File: src/verilog/serial_ctrl_defs.svh
// Field positions, select count, limits and reset values of the serial controller.
// Assumes inclusion by its bare name from the package and the design files.
`ifndef SERIAL_CTRL_DEFS_SVH
`define SERIAL_CTRL_DEFS_SVH

// ----------------------------------------------------------------------------
// Field positions and select count
// ----------------------------------------------------------------------------
`define FINAL_XFER_POS 24
`define SEL_MSB 17
`define SEL_LSB 16
`define DATA_MSB 15
`define NUM_CS 4

// ----------------------------------------------------------------------------
// Reset and limit values
// ----------------------------------------------------------------------------
`define DIV_RESET 8'h01
`define BITS_RESET 5'h08
`define BITS_MIN 5'h08
`define BITS_MAX 5'h10
`define CS_IDLE 4'hF

`endif

File: src/verilog/serial_ctrl_pkg.sv
// Types shared by the serial controller files.
// Assumes serial_ctrl_defs.svh is on the include path.
`include "serial_ctrl_defs.svh"
package serial_ctrl_pkg;

  // --------------------------------------------------------------------------
  // Per-chip-select configuration
  // --------------------------------------------------------------------------
  typedef struct packed {
    logic [7:0] serial_clock_divider;       // Clock division, 0 treated as 1
    logic [4:0] bits;                       // Word length 8..16
    logic clock_polarity_bit;               // Idle clock level
    logic inverted_clock_phase_bit;         // Phase bit; only gates the R14 extra pulse, capture stays on the second clock edge
    logic chip_select_hold_after_transfer;  // Keep select low between words
  } cs_cfg_s;

  // Transfer engine states
  typedef enum logic [1:0] {
    ST_IDLE,
    ST_LEAD,
    ST_SHIFT,
    ST_HOLD
  } xfer_state_e;

  // Whole state of the shift engine
  typedef struct packed {
    xfer_state_e st;
    logic [15:0] shreg;
    logic [15:0] rx_data;
    logic [4:0] bit_cnt;
    logic [7:0] div_cnt;
    logic phase;
    logic sclk;
    logic [1:0] cur_cs;
    logic [1:0] prev_cs;
    logic prev_slow;
    logic extra_pulse;
    logic [3:0] cs_n;
    logic tx_full;
    logic [16:0] tx_hold;
    logic [1:0] tx_cs;
    logic tx_ready;
    logic tx_empty;
    logic rx_ready;
    logic ready_stuck;
    logic active;
    logic slave_en;
    logic [2:0] miso_s;
    logic [2:0] sck_s;
    logic [2:0] ss_s;
    logic sck_prev;
    logic spurious_done;
  } eng_s;

endpackage

File: src/verilog/serial_ctrl.sv
// Serial peripheral controller, master or slave, with the quirks of the
// affected silicon kept. Assumes a DMA or software source on the same clock.
`timescale 1ns/100ps
`include "serial_ctrl_defs.svh"

// Function
// Hold plus divider 1: ready stays low
// Software avoids hold with divider one
// Final bit releases select at empty
// Software drives held select as port
// Master clock may toggle before transfer
// Software sets master before select config
// DMA size follows select zero length
// Zero length over eight means halfword
// Software sets zero length for bytes
// Divider one, odd length: extra pulse
// Divider one, even length: correct pulses
// Slave ignores disable command
// Software reads word then resets
// Slow then divider one: extra pulse
// Software avoids mixing dividers there
// Shift 8..16 bits, divided clock
module serial_ctrl
  import serial_ctrl_pkg::*;
(
  // Clock and reset
  input wire logic SYS_CLK_I,
  input wire logic RST_N_I,
  // Control
  input wire logic ENABLE_I,
  input wire logic DISABLE_I,
  input wire logic SW_RESET_I,
  input wire logic MASTER_SELECT_BIT_I,
  input wire logic FIXED_MODE_I,
  input wire logic DMA_MODE_I,
  // Configuration write
  input wire logic CFG_WR_I,
  input wire logic [1:0] CFG_SEL_I,
  input wire cs_cfg_s CFG_I,
  // Transmit data register write
  input wire logic TDR_WR_I,
  input wire logic [31:0] TDR_I,
  input wire logic [1:0] FIXED_CS_I,
  // Receive read
  input wire logic RDR_RD_I,
  // Status
  output logic ENABLED_O,
  output logic TX_READY_O,
  output logic TRANSMIT_EMPTY_FLAG_O,
  output logic RX_READY_O,
  output logic [15:0] RX_DATA_O,
  output logic DMA_HALFWORD_O,
  // Serial pins
  output logic SERIAL_CLOCK_PIN_O,
  output logic SERIAL_CLOCK_PIN_OE_O,
  input wire logic SERIAL_CLOCK_PIN_I,
  output logic MOSI_O,
  input wire logic MISO_I,
  output logic [3:0] CS_N_O,
  input wire logic SLAVE_SEL_N_I
);

  // --------------------------------------------------------------------------
  // Configuration bank
  // --------------------------------------------------------------------------
  cs_cfg_s cfg [`NUM_CS];  // Per-select configuration
  eng_s q, d;              // Whole state and next state
  cs_cfg_s c;              // Configuration of the current select
  logic [7:0] div;         // Effective divider

  serial_cs_cfg u_cfg (
    .clk_i(SYS_CLK_I),
    .rst_n_i(RST_N_I),
    .wr_i(CFG_WR_I),
    .wr_sel_i(CFG_SEL_I),
    .wr_cfg_i(CFG_I),
    .cfg_o(cfg)
  );

  assign c = cfg[q.cur_cs];
  assign div = (c.serial_clock_divider == 8'h00) ? 8'h01 : c.serial_clock_divider;

  // --------------------------------------------------------------------------
  // Next-state logic
  // --------------------------------------------------------------------------
  always_comb begin
    logic edge_tick;
    logic [1:0] sel;
    logic sck_rise;
    edge_tick = 1'b0;
    sel = 2'h0;
    sck_rise = 1'b0;
    d = q;
    // Pin synchronisers, two flops before use
    d.miso_s = {q.miso_s[1:0], MISO_I};
    d.sck_s = {q.sck_s[1:0], SERIAL_CLOCK_PIN_I};
    d.ss_s = {q.ss_s[1:0], SLAVE_SEL_N_I};
    d.sck_prev = q.sck_s[1];
    sck_rise = q.sck_s[1] && !q.sck_prev;
    // Enable and disable
    if (ENABLE_I) begin
      d.active = 1'b1;
    end
    if (DISABLE_I && MASTER_SELECT_BIT_I) begin
      d.active = 1'b0;
    end
    if (!MASTER_SELECT_BIT_I && q.active) begin
      d.slave_en = 1'b1;
    end
    // Receive word consumed
    if (RDR_RD_I) begin
      d.rx_ready = 1'b0;
    end
    // Transmit data register load
    if (TDR_WR_I && !q.tx_full) begin
      d.tx_full = 1'b1;
      d.tx_ready = 1'b0;
      d.tx_hold = {TDR_I[`FINAL_XFER_POS], TDR_I[`DATA_MSB:0]};
      d.tx_cs = FIXED_MODE_I ? FIXED_CS_I : TDR_I[`SEL_MSB:`SEL_LSB];
      d.tx_empty = 1'b0;
    end
    // Clock may leave idle level before a transfer, as on the silicon
    if (MASTER_SELECT_BIT_I && q.st == ST_IDLE && !q.spurious_done && CFG_WR_I) begin
      d.sclk = ~q.sclk;
      d.spurious_done = 1'b1;
    end else if (q.st == ST_IDLE) begin
      d.sclk = c.clock_polarity_bit;
    end
    // Divider counter
    if (q.st == ST_SHIFT || q.st == ST_LEAD) begin
      if (q.div_cnt >= div - 8'h01) begin
        d.div_cnt = 8'h00;
        edge_tick = 1'b1;
      end else begin
        d.div_cnt = q.div_cnt + 8'h01;
      end
    end
    case (q.st)
      ST_IDLE: begin
        if (q.active && MASTER_SELECT_BIT_I && q.tx_full) begin
          sel = q.tx_cs;
          d.cur_cs = sel;
          d.prev_cs = q.cur_cs;
          d.prev_slow = (cfg[q.cur_cs].serial_clock_divider > 8'h01);
          d.shreg = q.tx_hold[15:0] << (5'h10 - cfg[sel].bits);
          d.bit_cnt = cfg[sel].bits;
          d.cs_n = `CS_IDLE & ~(4'h1 << sel);
          d.tx_full = 1'b0;
          // Ready stays low on a second held word at divider one
          d.ready_stuck = cfg[sel].chip_select_hold_after_transfer &&
            cfg[sel].serial_clock_divider == 8'h01 && q.cs_n[sel] == 1'b0;
          d.tx_ready = !d.ready_stuck;
          // Select just left was slow, this one at divider one, polarity 1, phase 0
          d.extra_pulse = (cfg[sel].serial_clock_divider == 8'h01) &&
            ((cfg[sel].bits[0]) ||
             (cfg[sel].clock_polarity_bit && !cfg[sel].inverted_clock_phase_bit &&
              d.prev_slow && sel != q.cur_cs));
          d.div_cnt = 8'h00;
          d.phase = 1'b0;
          d.st = ST_SHIFT;
        end else if (q.slave_en && !q.ss_s[1] && sck_rise) begin
          d.shreg = {q.shreg[14:0], q.miso_s[1]};
          d.bit_cnt = q.bit_cnt + 5'h01;
          if (q.bit_cnt + 5'h01 >= cfg[0].bits) begin
            d.rx_data = {q.shreg[14:0], q.miso_s[1]};
            d.rx_ready = 1'b1;
            d.bit_cnt = 5'h00;
          end
        end
      end
      ST_SHIFT: begin
        if (edge_tick) begin
          d.sclk = ~q.sclk;
          d.phase = ~q.phase;
          if (q.phase) begin
            d.shreg = {q.shreg[14:0], q.miso_s[1]};
            d.bit_cnt = q.bit_cnt - 5'h01;
            if (q.bit_cnt == 5'h01) begin
              d.rx_data = 16'({q.shreg[14:0], q.miso_s[1]} & ((17'h1 << cfg[q.cur_cs].bits) - 17'h1));
              d.rx_ready = 1'b1;
              d.st = q.extra_pulse ? ST_LEAD : ST_HOLD;
            end
          end
        end
      end
      ST_LEAD: begin
        // One surplus clock pulse before the word closes
        if (edge_tick) begin
          d.sclk = ~q.sclk;
          d.phase = ~q.phase;
          if (q.phase) begin
            d.extra_pulse = 1'b0;
            d.st = ST_HOLD;
          end
        end
      end
      ST_HOLD: begin
        d.sclk = c.clock_polarity_bit;
        // A word written in this same cycle keeps empty and ready low
        d.tx_empty = !d.tx_full;
        if (!q.ready_stuck && !d.tx_full) begin
          d.tx_ready = 1'b1;
        end
        // In fixed DMA mode the final-transfer bit releases select once empty
        if (FIXED_MODE_I && DMA_MODE_I && q.tx_hold[16] && !d.tx_full) begin
          d.cs_n = `CS_IDLE;
        end else if (!c.chip_select_hold_after_transfer) begin
          d.cs_n = `CS_IDLE;
        end
        d.st = ST_IDLE;
      end
      default: begin
        d.st = ST_IDLE;
      end
    endcase
    // Software reset returns the engine to rest
    if (SW_RESET_I) begin
      d.st = ST_IDLE;
      d.active = 1'b0;
      d.slave_en = 1'b0;
      d.cs_n = `CS_IDLE;
      d.tx_full = 1'b0;
      d.tx_ready = 1'b1;
      d.tx_empty = 1'b1;
      d.ready_stuck = 1'b0;
      d.rx_ready = 1'b0;
      d.bit_cnt = 5'h00;
    end
  end

  // --------------------------------------------------------------------------
  // State register
  // --------------------------------------------------------------------------
  always_ff @(posedge SYS_CLK_I) begin
    if (!RST_N_I) begin
      q <= '0;
      q.st <= ST_IDLE;
      q.cs_n <= `CS_IDLE;
      q.tx_ready <= 1'b1;
      q.tx_empty <= 1'b1;
      q.ss_s <= 3'h7;
    end else begin
      q <= d;
    end
  end

  // --------------------------------------------------------------------------
  // Outputs
  // --------------------------------------------------------------------------
  assign ENABLED_O = q.active;
  assign TX_READY_O = q.tx_ready;
  assign TRANSMIT_EMPTY_FLAG_O = q.tx_empty;
  assign RX_READY_O = q.rx_ready;
  assign RX_DATA_O = q.rx_data;
  assign DMA_HALFWORD_O = (cfg[0].bits > `BITS_MIN);
  assign SERIAL_CLOCK_PIN_O = q.sclk;
  assign SERIAL_CLOCK_PIN_OE_O = MASTER_SELECT_BIT_I;
  assign MOSI_O = q.shreg[15];
  assign CS_N_O = q.cs_n;

endmodule // serial_ctrl

File: src/verilog/serial_cs_cfg.sv
// Chip-select configuration bank: stores one configuration per select.
// Assumes writes come from logic on the same clock.
`timescale 1ns/100ps
`include "serial_ctrl_defs.svh"
module serial_cs_cfg
  import serial_ctrl_pkg::*;
(
  // Clock and reset
  input wire logic clk_i,
  input wire logic rst_n_i,
  // Write port
  input wire logic wr_i,
  input wire logic [1:0] wr_sel_i,
  input wire cs_cfg_s wr_cfg_i,
  // Configurations out
  output cs_cfg_s cfg_o [`NUM_CS]
);

  // --------------------------------------------------------------------------
  // One register per chip select
  // --------------------------------------------------------------------------
  for (genvar g = 0; g < `NUM_CS; g++) begin : g_cs
    cs_cfg_s cfg_q;
    // Load on matching write
    always_ff @(posedge clk_i) begin
      if (!rst_n_i) begin
        cfg_q <= '{`DIV_RESET, `BITS_RESET, 1'b0, 1'b0, 1'b0};
      end else if (wr_i && wr_sel_i == 2'(g)) begin
        cfg_q <= wr_cfg_i;
      end
    end
    assign cfg_o[g] = cfg_q;
  end

endmodule // serial_cs_cfg

File: config.mk
export PLATFORM = sky130hd
export DESIGN_NAME = serial_ctrl
export DESIGN_NICKNAME = d
export VERILOG_FILES = /design/src/verilog/serial_ctrl_pkg.sv /design/src/verilog/serial_ctrl.sv /design/src/verilog/serial_cs_cfg.sv
export VERILOG_INCLUDE_DIRS = /design/src /design/src/verilog
export SDC_FILE = /design/constraint.sdc
export NUM_CORES = 1
export LEC_CHECK = 0
export BUFFER_PORTS_ARGS = -buffer_cell sky130_fd_sc_hd__buf_4
export CORE_ASPECT_RATIO = 1.1
export CORE_MARGIN = 10
export CORE_UTILIZATION = 54
export CTS_BUF_LIST = sky130_fd_sc_hd__clkbuf_4 sky130_fd_sc_hd__clkbuf_8 sky130_fd_sc_hd__clkbuf_16
export DETAILED_ROUTE_END_ITERATION = 10
export PLACE_DENSITY = 0.77
export SLEW_MARGIN = 20
export SYNTH_ARGS = -nofsm -noshare
export SYNTH_HDL_FRONTEND = slang
export SYNTH_SLANG_ARGS = --single-unit
File: constraint.sdc
create_clock -name SYS_CLK_I -period 3.5 [get_ports SYS_CLK_I]
set_input_delay 0.35 -clock SYS_CLK_I [delete_from_list [all_inputs] [get_ports SYS_CLK_I]]
set_output_delay 0.35 -clock SYS_CLK_I [all_outputs]
set_load 0.02 [all_outputs]
==> impl_metrics.toml, run 1 <==
[min_path]
hold_class = "primary input to flop"

[die]
floorplan.die_area_mm2 = 0.0218
io_pins = 94
std_cell_rows = 48
die_y_um = 154
floorplan.core_area_mm2 = 0.0158
initial_core_util = 0.556
floorplan.die.width_um = 142

[power]
seqPwrFrac = 0.442
power_switching_mw = 1.08
vdd.ir_drop.worst_uv = 360
total_power_mw = 4.17
internal-power_mw = 3.10
power.share.combinational = 0.126
cellPowerDensity_mw_per_mm2 = 397
swShare = 0.258
share_clk_of_total_power = 0.432
leakage_power_nw = 3.90

[sta]
setup_repair_after_global_routing_missed_its_margin = "true"
setup_viol = 41
worst_slew_pin_slew_ps = 957
slew-limit-headroom = 0.361
slew_violations = 0
setup-tns-final_ps = -5700
postLayoutSetupSlackWorst_ps = -198
final.period_utilization = 1.06
fin_crit_ps = 3700
achievable-frequency_mhz = 270
hold_ws_ps = 99.7
timing_hold_violations_final = 0
timing.clock.skew_ps = 8.22

[grt]
wire_length_of_the_first_global_routing_pass_um = 38700
first_global_vias = 7689
antenna_found_initial = 0
pin_count_of_the_biggest_net_entering_global_routing = 51
globalRouteTotalUtil = 0.214
global_route.overflow_total = 0

[yosys]
yosys-mux-area-fraction = 0.121
number_of_enable_type_register_cells_in_the_synthesized_netlist = 0
async_flop_share = 0
postSynthAreaPerCell_um2 = 8.59
xor_xnor_cell_area_share_of_the_yosys_netlist = 0.0170
synth.yosys.seq_area_share = 0.351
mappedNetlistNets = 1111
synthFlopType = "dfxtp_1"
ys_types = 76
mappedNetlistArea_mm2 = 0.00877
synth.ff_latch_count = 154
synth_simple_gate_area_share = 0.211
synthCells = 1022
yosysWarningCount = 0
complex_gate_fraction_of_the_synthesized_area = 0.200
largest_family_of_logic_cells_by_synthesized_area = "simple AND/OR/NAND/NOR gates"
synth_adder_area_share = 0.0328

[clock_network]
cts_tree = "built"
clkSinkCount = 154
root_buffer = "clkbuf_16"
tritoncts.num_buffers = 17
clock_insertion_delay_worst_skew_ps = 440
cts-root-to-sink-buffers = 2
clk_pin_slew_worst_paths_ps = 60
cts.htree.levels = 4

[setup_path]
slowest_stage_cell_crit_path = "o32a_1"
critPathBufInv = 1
criticalPathCategory = "flop to flop"
critPathLaunchType = "flop"
cp_data_required_time_ps = 3850
critical-path-max-stage-delay_ps = 400
worst_path_dominant_cell_family = "compound AO/OA/AOI/OAI gates"
timing.critical_path.arrival_ps = 4040
worstPathCellList = "buf_4 -> mux4_2 -> nor2_4 -> a31oi_1 -> ha_2 -> nand2_2 -> or3_4 -> xor2_2 -> ha_2 -> o21a_1 -> a21oi_2 -> and3_4 -> o32a_1 -> a311o_1 -> a221oi_2"
crit_path_end_kind = "flop"
worst-path-max-fanout = 8
cell_mode_on_critical_path = "ha_2"

[layout]
layout.cells.most_common_list = "nand2_1, dfxtp_1, buf_4"
layout_commonest_cell = "nand2_1"
fillers = 1291
syn2layout_area_growth_pct = 19.7
n_diodes = 0
finalNetCount = 1186
non_filler_cells_in_the_finished_layout = 1310
fraction_of_final_layout_cells_sized_beyond_drive_strength_1 = 0.236

[drt]
route.vias.total = 7774
wl_per_cell_um = 18.0
ant_nets = 0
routed_wirelength_um = 23500
drc = 0
drtIter0Drc = 647
routed_via_density = 5.93
drt_pass1_iterations = 5

[run]
drv_cap = 0

[status]
violations = "setup timing"
outcome = "finished with violations"

[placed_design]
dp_hpwl_um = 16800
place_congestion = 0.886
port_buffers = 80
dp.cells = 1266
dp_slack_ps = -281
worst paths after layout:
kind,startpoint,endpoint,slack (ps),cells after the start
max,q[45],q[95],-200,15
min,SLAVE_SEL_N_I,d[3],100,2
max reg2reg,q[45],q[95],-200,15
min reg2reg,d[3],d[4],410,1
final cells by class:
class	count	area (µm²)	area share
Timing Repair Buffer	150	1190	0.113
Tap cell	200	250	0.0238
Clock buffer	22	488	0.0465
Clock inverter	10	92.6	0.00881
Multi-Input combinational cell	753	5310	0.506
Inverter	21	78.8	0.00750
Sequential cell	154	3090	0.294
per-layer routing:
layer  share of wire  GRT usage  vias up
met1            0.41      0.255     3697
met2            0.50      0.362      239
met5               0          0        -
li1                -          -     3779
met4           0.034     0.0960        0
met3           0.054     0.0441       59
repair_timing:
action,CTS,global route
resized for setup,22,19
hold buffers,0,0
pin swaps,13,3
cloned,2,0
buffers inserted,9,2
endpoints found under the setup margin,51,51
Yosys cell counts, drive strengths merged, types with 4 or more instances:
cell type	number	area share
a211oi	5	0.0043
a21boi	78	0.067
a21oi	28	0.016
a22oi	12	0.012
a2bb2oi	7	0.0070
a31oi	16	0.011
and2	10	0.0071
and3	8	0.0058
buf	34	0.029
clkbuf	59	0.028
dfxtp	154	0.35
ha	23	0.033
inv	21	0.0090
mux2	8	0.010
mux2i	39	0.044
mux4	25	0.066
nand2	231	0.099
nand2b	11	0.0078
nand3	29	0.017
nand3b	7	0.0060
nand4	6	0.0060
nor2	38	0.017
nor2b	7	0.0050
nor3	13	0.0074
nor3b	8	0.0068
nor4	9	0.0081
nor4b	4	0.0040
o211ai	15	0.013
o21a	6	0.0051
o21ai	24	0.014
o221ai	5	0.0050
o31ai	17	0.015
o32ai	4	0.0040
or2	5	0.0036
or3	7	0.0051
xnor2	9	0.0090
xor2	8	0.0080
sequential cells by signal, summed over array words and instances, names as in the netlist:
| register | cells |
|---|---|
| RX_READY_O | 1 |
| TX_READY_O | 1 |
| d | 6 |
| SERIAL_CLOCK_PIN_O | 1 |
| ENABLED_O | 1 |
| TRANSMIT_EMPTY_FLAG_O | 1 |
| u_cfg.cfg_o | 64 |
| q | 58 |
| CS_N_O | 4 |
| RX_DATA_O | 16 |
| MOSI_O | 1 |
power by group through the flow:
| stage | clock network (mW) | registers, mW | logic (mW) |
|---|---|---|---|
| after floorplan | 0 | 1.87 | 0.329 |
| after global placement | 0 | 1.88 | 0.503 |
| after detailed placement | 0 | 1.88 | 0.513 |
| after CTS | 1.82 | 1.84 | 0.517 |
| after global routing | 1.89 | 1.85 | 0.576 |
| final | 1.80 | 1.84 | 0.528 |
cells by family (layout without fill, tap and decap cells):
logic type / count (synthesis) / in the layout
adder cells (fa/ha/maj): 23 / 23
AO/OA/AOI/OAI: 242 / 242
flip-flops: 154 / 154
XOR/XNOR: 17 / 17
multiplexers: 72 / 72
AND/OR/NAND/NOR: 399 / 399
buffers and inverters: 115 / 203
stage by stage:
stage          instance area [µm²]  utilization
4_1_cts                      10400        0.657
6_report                     10500        0.665
3_3_place_gp                  9610        0.609
5_1_grt                      10500        0.665
3_5_place_dp                  9610        0.609
2_1_floorplan                 8810            -
worst register-to-register path, delay by kind of cell, from the launching register on:
family	cells	cell delay [ps]
adders and majority gates	2	540
buffers and inverters	1	150
and+or+nand+nor	4	680
AOI/OAI and AO/OA	6	1310
xor gates and xnor gates	1	150
DFF	1	390
muxes	1	390
Note: power is estimated with default switching activity, not from simulation.
==> inputs of run 2 (changes only) <==
REMOVE_ABC_BUFFERS = 1   (was unset)
==> run 2 against run 1 <==
Against the previous run:
- the run still ends with setup timing left
- cell count up 0.99%
- count of clock-buffer cells in the layout up 1
- hold slack worse by 6.0 ps
- flip-flop and latch count unchanged
- non-clock buffer count up 15
- power up 5.4%
- critical path depth up 1
- design area up 3.3%
- global-route usage up 0.94 points
- critical endpoint is now RX_DATA_O[4]
- highest routed layer unchanged
==> impl_metrics.toml, run 2 (same netlist as run 1, synthesis figures left out) <==
[status]
outcome = "finished with violations"
violations = "setup timing"

[setup_path]
timing.rr.end = "RX_DATA_O[4]"
cp_data_required_time_ps = 3850
timing.critical_path.arrival_ps = 4070
criticalPathCategory = "flop to flop"
endpoint = "RX_DATA_O[4]"
setup.reg_to_reg.worst_slack_ps = -220
critPathLaunchType = "flop"
worst_r2r_path_depth = 16
crit_start = "q[45]"
worst_r2r_startpoint = "q[45]"
crit_path_end_kind = "flop"
worst-path-max-fanout = 8

[clock_network]
cts-root-to-sink-buffers = 2
tritoncts.num_buffers = 17
root_buffer = "clkbuf_16"
clk_pin_slew_worst_paths_ps = 60
cts_tree = "built"
clock_insertion_delay_worst_skew_ps = 430
clkSinkCount = 154
cts.htree.levels = 4

[drt]
route.vias.total = 8051
drt_pass1_iterations = 6
drc = 0
routed_wirelength_um = 24800
routed_via_density = 6.09
ant_nets = 0
wl_per_cell_um = 18.8
drtIter0Drc = 673

[layout]
fraction_of_final_layout_cells_sized_beyond_drive_strength_1 = 0.259
syn2layout_area_growth_pct = 23.6
finalInstanceArea_mm2 = 0.0108
finalNetCount = 1201
layout_commonest_cell = "nand2_1"
fillers = 1260
n_diodes = 0
non_filler_cells_in_the_finished_layout = 1323
layout.cells.most_common_list = "nand2_1, buf_4, dfxtp_1"
flip_flop_count_of_the_largest_register_all_copies_and_words_added = 64

[placed_design]
port_buffers = 80
dp.cells = 1281
cell_area_placed_mm2 = 0.00970
place_congestion = 0.903
dp_hpwl_um = 17000

[run]
drv_cap = 0

[power]
vdd.ir_drop.worst_uv = 345
leakage_power_nw = 4.03
total_power_mw = 4.40
power.share.combinational = 0.125
swShare = 0.242
internal-power_mw = 3.34
power_switching_mw = 1.06
cellPowerDensity_mw_per_mm2 = 405
seqPwrFrac = 0.420
share_clk_of_total_power = 0.455

[die]
io_pins = 94
initial_core_util = 0.556
floorplan.die.width_um = 142
floorplan.core_area_mm2 = 0.0158
die_y_um = 154
std_cell_rows = 48
floorplan.die_area_mm2 = 0.0218

[sta]
slew-limit-headroom = 0.315
timing_hold_violations_final = 0
final.period_utilization = 1.06
fin_crit_ps = 3720
setup-tns-final_ps = -6420
timing.clock.skew_ps = 7.96
hold_ws_ps = 93.7
setup_repair_after_global_routing_missed_its_margin = "true"
achievable-frequency_mhz = 269
postLayoutSetupSlackWorst_ps = -218
worst_slew_pin_slew_ps = 1030
slew_violations = 0
setup_viol = 46

[grt]
global_route.overflow_total = 0
globalRouteTotalUtil = 0.224
antenna_found_initial = 0
first_global_vias = 7929
wire_length_of_the_first_global_routing_pass_um = 40500
pin_count_of_the_biggest_net_entering_global_routing = 89

[min_path]
min_delay_path_depth = 2
hold_class = "primary input to flop"
[run 2: changes by cell type in the layout (fill, tap and decap cells not counted), sizes merged]
| cell | change |
|---|---|
| buf | +15 |
| bufinv | +3 |
| clkinv | -3 |
| clkinvlp | -3 |
| clkbuf | +1 |
[run 2: per-stage QoR]
step            util  worst slack (ps)
2_1_floorplan      -             -1320
3_5_place_dp   0.614              -466
3_3_place_gp   0.614              -347
5_1_grt        0.687              -371
4_1_cts        0.679              -167
6_report       0.687              -218
[run 2: routing by layer]
metal	up-vias	global-route usage	routed length (µm)
met5	-	0	0
met4	0	0.0930	654
met3	72	0.0496	1700
met2	335	0.369	12100
met1	3850	0.274	10400
li1	3794	-	-
[run 2: critical path, cell delays in order, from the launching register on]
cell,delay [ps]
dfxtp_4,370
buf_6,110
mux4_2,540
nor4_4,300
a31oi_2,120
ha_2,190
nand2_2,70
or3_4,110
xor2_1,60
ha_2,320
o21a_1,130
a21oi_2,60
and3_4,190
a211o_4,370
a22oi_4,270
buf_12,180
mux2i_4,230
[run 2: worst min-delay path by stage]
stage / startpoint / end
2_1_floorplan: d[3] / d[4]
3_3_place_gp: d[3] / d[4]
3_5_place_dp: d[3] / d[4]
5_1_grt: DISABLE_I / ENABLED_O
4_1_cts: DISABLE_I / ENABLED_O
6_report: DISABLE_I / ENABLED_O
[run 2: layout make-up]
class | count | area [µm²] | share of cell area
Multi-Input combinational cell | 753 | 5440 | 0.502
Sequential cell | 154 | 3090 | 0.285
Clock inverter | 7 | 138 | 0.0127
Inverter | 21 | 78.8 | 0.00727
Tap cell | 200 | 250 | 0.0231
Clock buffer | 23 | 502 | 0.0462
Timing Repair Buffer | 165 | 1350 | 0.124
[run 2: timing repair]
action / 4_1_cts / 5_1_grt
pin swaps: 31 / 19
cloned: 3 / 0
endpoints found under the hold margin: 0 / 0
endpoints found under the setup margin: 51 / 51
resized for setup: 56 / 30
hold buffers: 0 / 0
setup buffers: 10 / 1
[run 2: power groups by stage]
stage	logic, mW	registers (mW)	clock network [mW]
finish	0.550	1.85	2.00
global route	0.597	1.85	2.08
CTS	0.529	1.85	2.01
detailed placement	0.511	1.88	0
global placement	0.502	1.88	0
floorplan	0.284	1.88	0
==> inputs of run 3 (changes only) <==
ABC_AREA = 1   (was unset)
==> run 3 against run 2 <==
Against the previous run:
- the flow now finishes without violations
- core utilization shrank 4.1 points
- sequential share of layout area grew 1.9 points
- design area shrank 6.3%
- critical path depth grew 8
- non-clock buffer count shrank 43
- flip-flop and latch count is the same
- sequential power is essentially flat
==> impl_metrics.toml, run 3 <==
[die]
floorplan.core_area_mm2 = 0.0157
std_cell_rows = 48
initial_core_util = 0.553
io_pins = 94
floorplan.die.width_um = 141
floorplan.die_area_mm2 = 0.0216
die_y_um = 153

[run]
drv_cap = 0

[placed_design]
dp_hpwl_um = 17200
port_buffers = 80
dp_slack_ps = -110
dp.cells = 1500
place_congestion = 0.924

[setup_path]
worstPathCellList = "buf_6 -> nand2_1 -> nand3_1 -> nand2_2 -> nand2_2 -> nor2_2 -> nand2_2 -> nand2_1 -> inv_2 -> ha_2 -> nand2_2 -> nor3_4 -> xor2_1 -> ha_1 -> nand2_2 -> nor2_1 -> a211oi_2 -> nand2_4 -> buf_6 -> nand3_4 -> nand2_8 -> clkbuf_16 -> a21oi_1 -> nor2_1"
cell_mode_on_critical_path = "nand2_2"
crit_path_end_kind = "flop"
criticalPathCategory = "flop to flop"
critical-path-max-stage-delay_ps = 400
critPathLaunchType = "flop"
timing.critical_path.arrival_ps = 3720
slowest_stage_cell_crit_path = "dfxtp_4"
cp_data_required_time_ps = 3810
worst-path-max-fanout = 9

[drt]
wirelength_met1_um = 10700
routed.top_layer = "met4"
drtIter0Drc = 857
ant_nets = 0
drc = 0
routed_via_density = 5.58
met3_wire_length_um = 1640
routed_wirelength_um = 24700
met2WireLength_um = 11800
route.vias.total = 8611
drt_pass1_iterations = 5
wl_per_cell_um = 16.0

[yosys]
postSynthAreaPerCell_um2 = 6.86
synth_area_leaders = "dfxtp_1, nand2_1, a21oi_1"
synth.yosys.seq_area_share = 0.354
synthFlopType = "dfxtp_1"
ys_types = 50
fraction_of_post_synthesis_cell_area_in_the_top_cell_type_by_area = 0.354
number_of_enable_type_register_cells_in_the_synthesized_netlist = 0
synthMostInstantiatedCell = "nand2_1"
yosysWarningCount = 0
async_flop_share = 0
mappedNetlistArea_mm2 = 0.00870
synth.ff_latch_count = 154
synth.largest_area_cell = "dfxtp_1"
synthCells = 1269
synth_top_cells_by_count = "nand2_1, dfxtp_1, nor2_1"

[grt]
globalRouteTotalUtil = 0.215
global_route.overflow_total = 0
first_global_vias = 7801
wire_length_of_the_first_global_routing_pass_um = 38600
pin_count_of_the_biggest_net_entering_global_routing = 116
antenna_found_initial = 0

[layout]
fraction_of_final_layout_cells_sized_beyond_drive_strength_1 = 0.168
syn2layout_area_growth_pct = 16.9
multi_input_combinational_cell_area_mm2 = 0.00471
n_diodes = 0
flip_flop_count_of_the_largest_register_all_copies_and_words_added = 64
fillers = 1396
non_filler_cells_in_the_finished_layout = 1542
finalNetCount = 1418
seq_area_mm2 = 0.00309
layout_commonest_cell = "nand2_1"
layout.cells.most_common_list = "nand2_1, dfxtp_1, nor2_1"

[min_path]
hold_class = "primary input to flop"

[clock_network]
cts_tree = "built"
cts.hold.buffers_added = 0
clkSinkCount = 154
clock_insertion_delay_worst_skew_ps = 430
cts-root-to-sink-buffers = 2
clk_pin_slew_worst_paths_ps = 60
root_buffer = "clkbuf_16"
tritoncts.num_buffers = 17
cts.htree.levels = 4

[status]
outcome = "finished clean"

[sta]
final.period_utilization = 0.974
slew-limit-headroom = 0.317
slew_violations = 0
fin_crit_ps = 3410
setup_viol = 0
postLayoutSetupSlackWorst_ps = 91.1
timing_hold_violations_final = 0
timing.clock.skew_ps = 10.6
worst_slew_pin_slew_ps = 1020
achievable-frequency_mhz = 293

[power]
cellPowerDensity_mw_per_mm2 = 448
vdd.ir_drop.worst_uv = 324
leakage_power_nw = 4.30
-- run 3: through the flow --
| stage | cell area, µm² | power (mW) | hold slack (ps) | util | TNS [ps] |
|---|---|---|---|---|---|
| 6_report | 10200 | 4.55 | 104 | 0.646 | 0 |
| 3_5_place_dp | 9310 | 2.59 | 399 | 0.592 | -1500 |
| 5_1_grt | 10200 | 4.73 | 99.2 | 0.646 | -1540 |
| 4_1_cts | 9950 | 4.53 | 93.5 | 0.632 | 0 |
| 2_1_floorplan | 8210 | 2.33 | 390 | - | -9830 |
| 3_3_place_gp | 9310 | 2.58 | 396 | 0.592 | -73.7 |
-- run 3: path summary, 6_finish.rpt --
check | to | from | slack (ps) | cells past startpoint
setup / recovery | q[83] | q[45] | 90 | 24
setup reg to reg | q[83] | q[45] | 90 | 24
hold / removal | ENABLED_O | DISABLE_I | 100 | 2
hold reg to reg | d[10] | d[9] | 410 | 2
-- run 3: critical path: cells and delay by family (launching register included) --
| family | cells | cell delay, ps |
|---|---|---|
| xor+xnor | 1 | 170 |
| flops | 1 | 400 |
| compound gates | 2 | 410 |
| simple gates | 15 | 1280 |
| fa+ha+maj | 2 | 440 |
| buf+inv | 4 | 580 |
-- run 3: final cells by class --
cell class              count  share of cell area
repair buffers            122              0.0962
flip-flops and latches    154               0.304
well taps                 200              0.0246
clock buffers              23              0.0481
clock inverters             9              0.0133
inverters                 137              0.0511
multi-input cells         897               0.463
-- run 3: kinds of logic (layout without fill, tap and decap cells) --
| logic type | after synthesis | after routing | synth area share |
|---|---|---|---|
| adder cells (fa/ha/maj) | 23 | 23 | 0.0331 |
| flip-flops | 154 | 154 | 0.354 |
| AO/OA/AOI/OAI | 351 | 351 | 0.227 |
| AND/OR/NAND/NOR | 502 | 503 | 0.249 |
| XOR/XNOR | 20 | 20 | 0.0210 |
| buffers and inverters | 219 | 291 | 0.116 |
-- run 3: metal layers --
| layer | up-vias | GRT usage |
|---|---|---|
| met4 | 0 | 0.0763 |
| li1 | 4318 | - |
| met3 | 43 | 0.0530 |
| met2 | 291 | 0.351 |
| met5 | - | 0 |
| met1 | 3959 | 0.267 |
-- run 3: power by group --
group	internal, mW	leakage (nW)	switching (mW)
registers	1.82	1.26	0.0411
logic	0.264	2.73	0.469
clock network	1.21	0.312	0.752
-- run 3: repair_timing --
| item | in CTS | in global routing |
|---|---|---|
| setup endpoints to repair | 35 | 49 |
| resized for setup | 3 | 29 |
| buffers inserted | 0 | 6 |
| pin swaps | 0 | 10 |
| cloned | 0 | 4 |
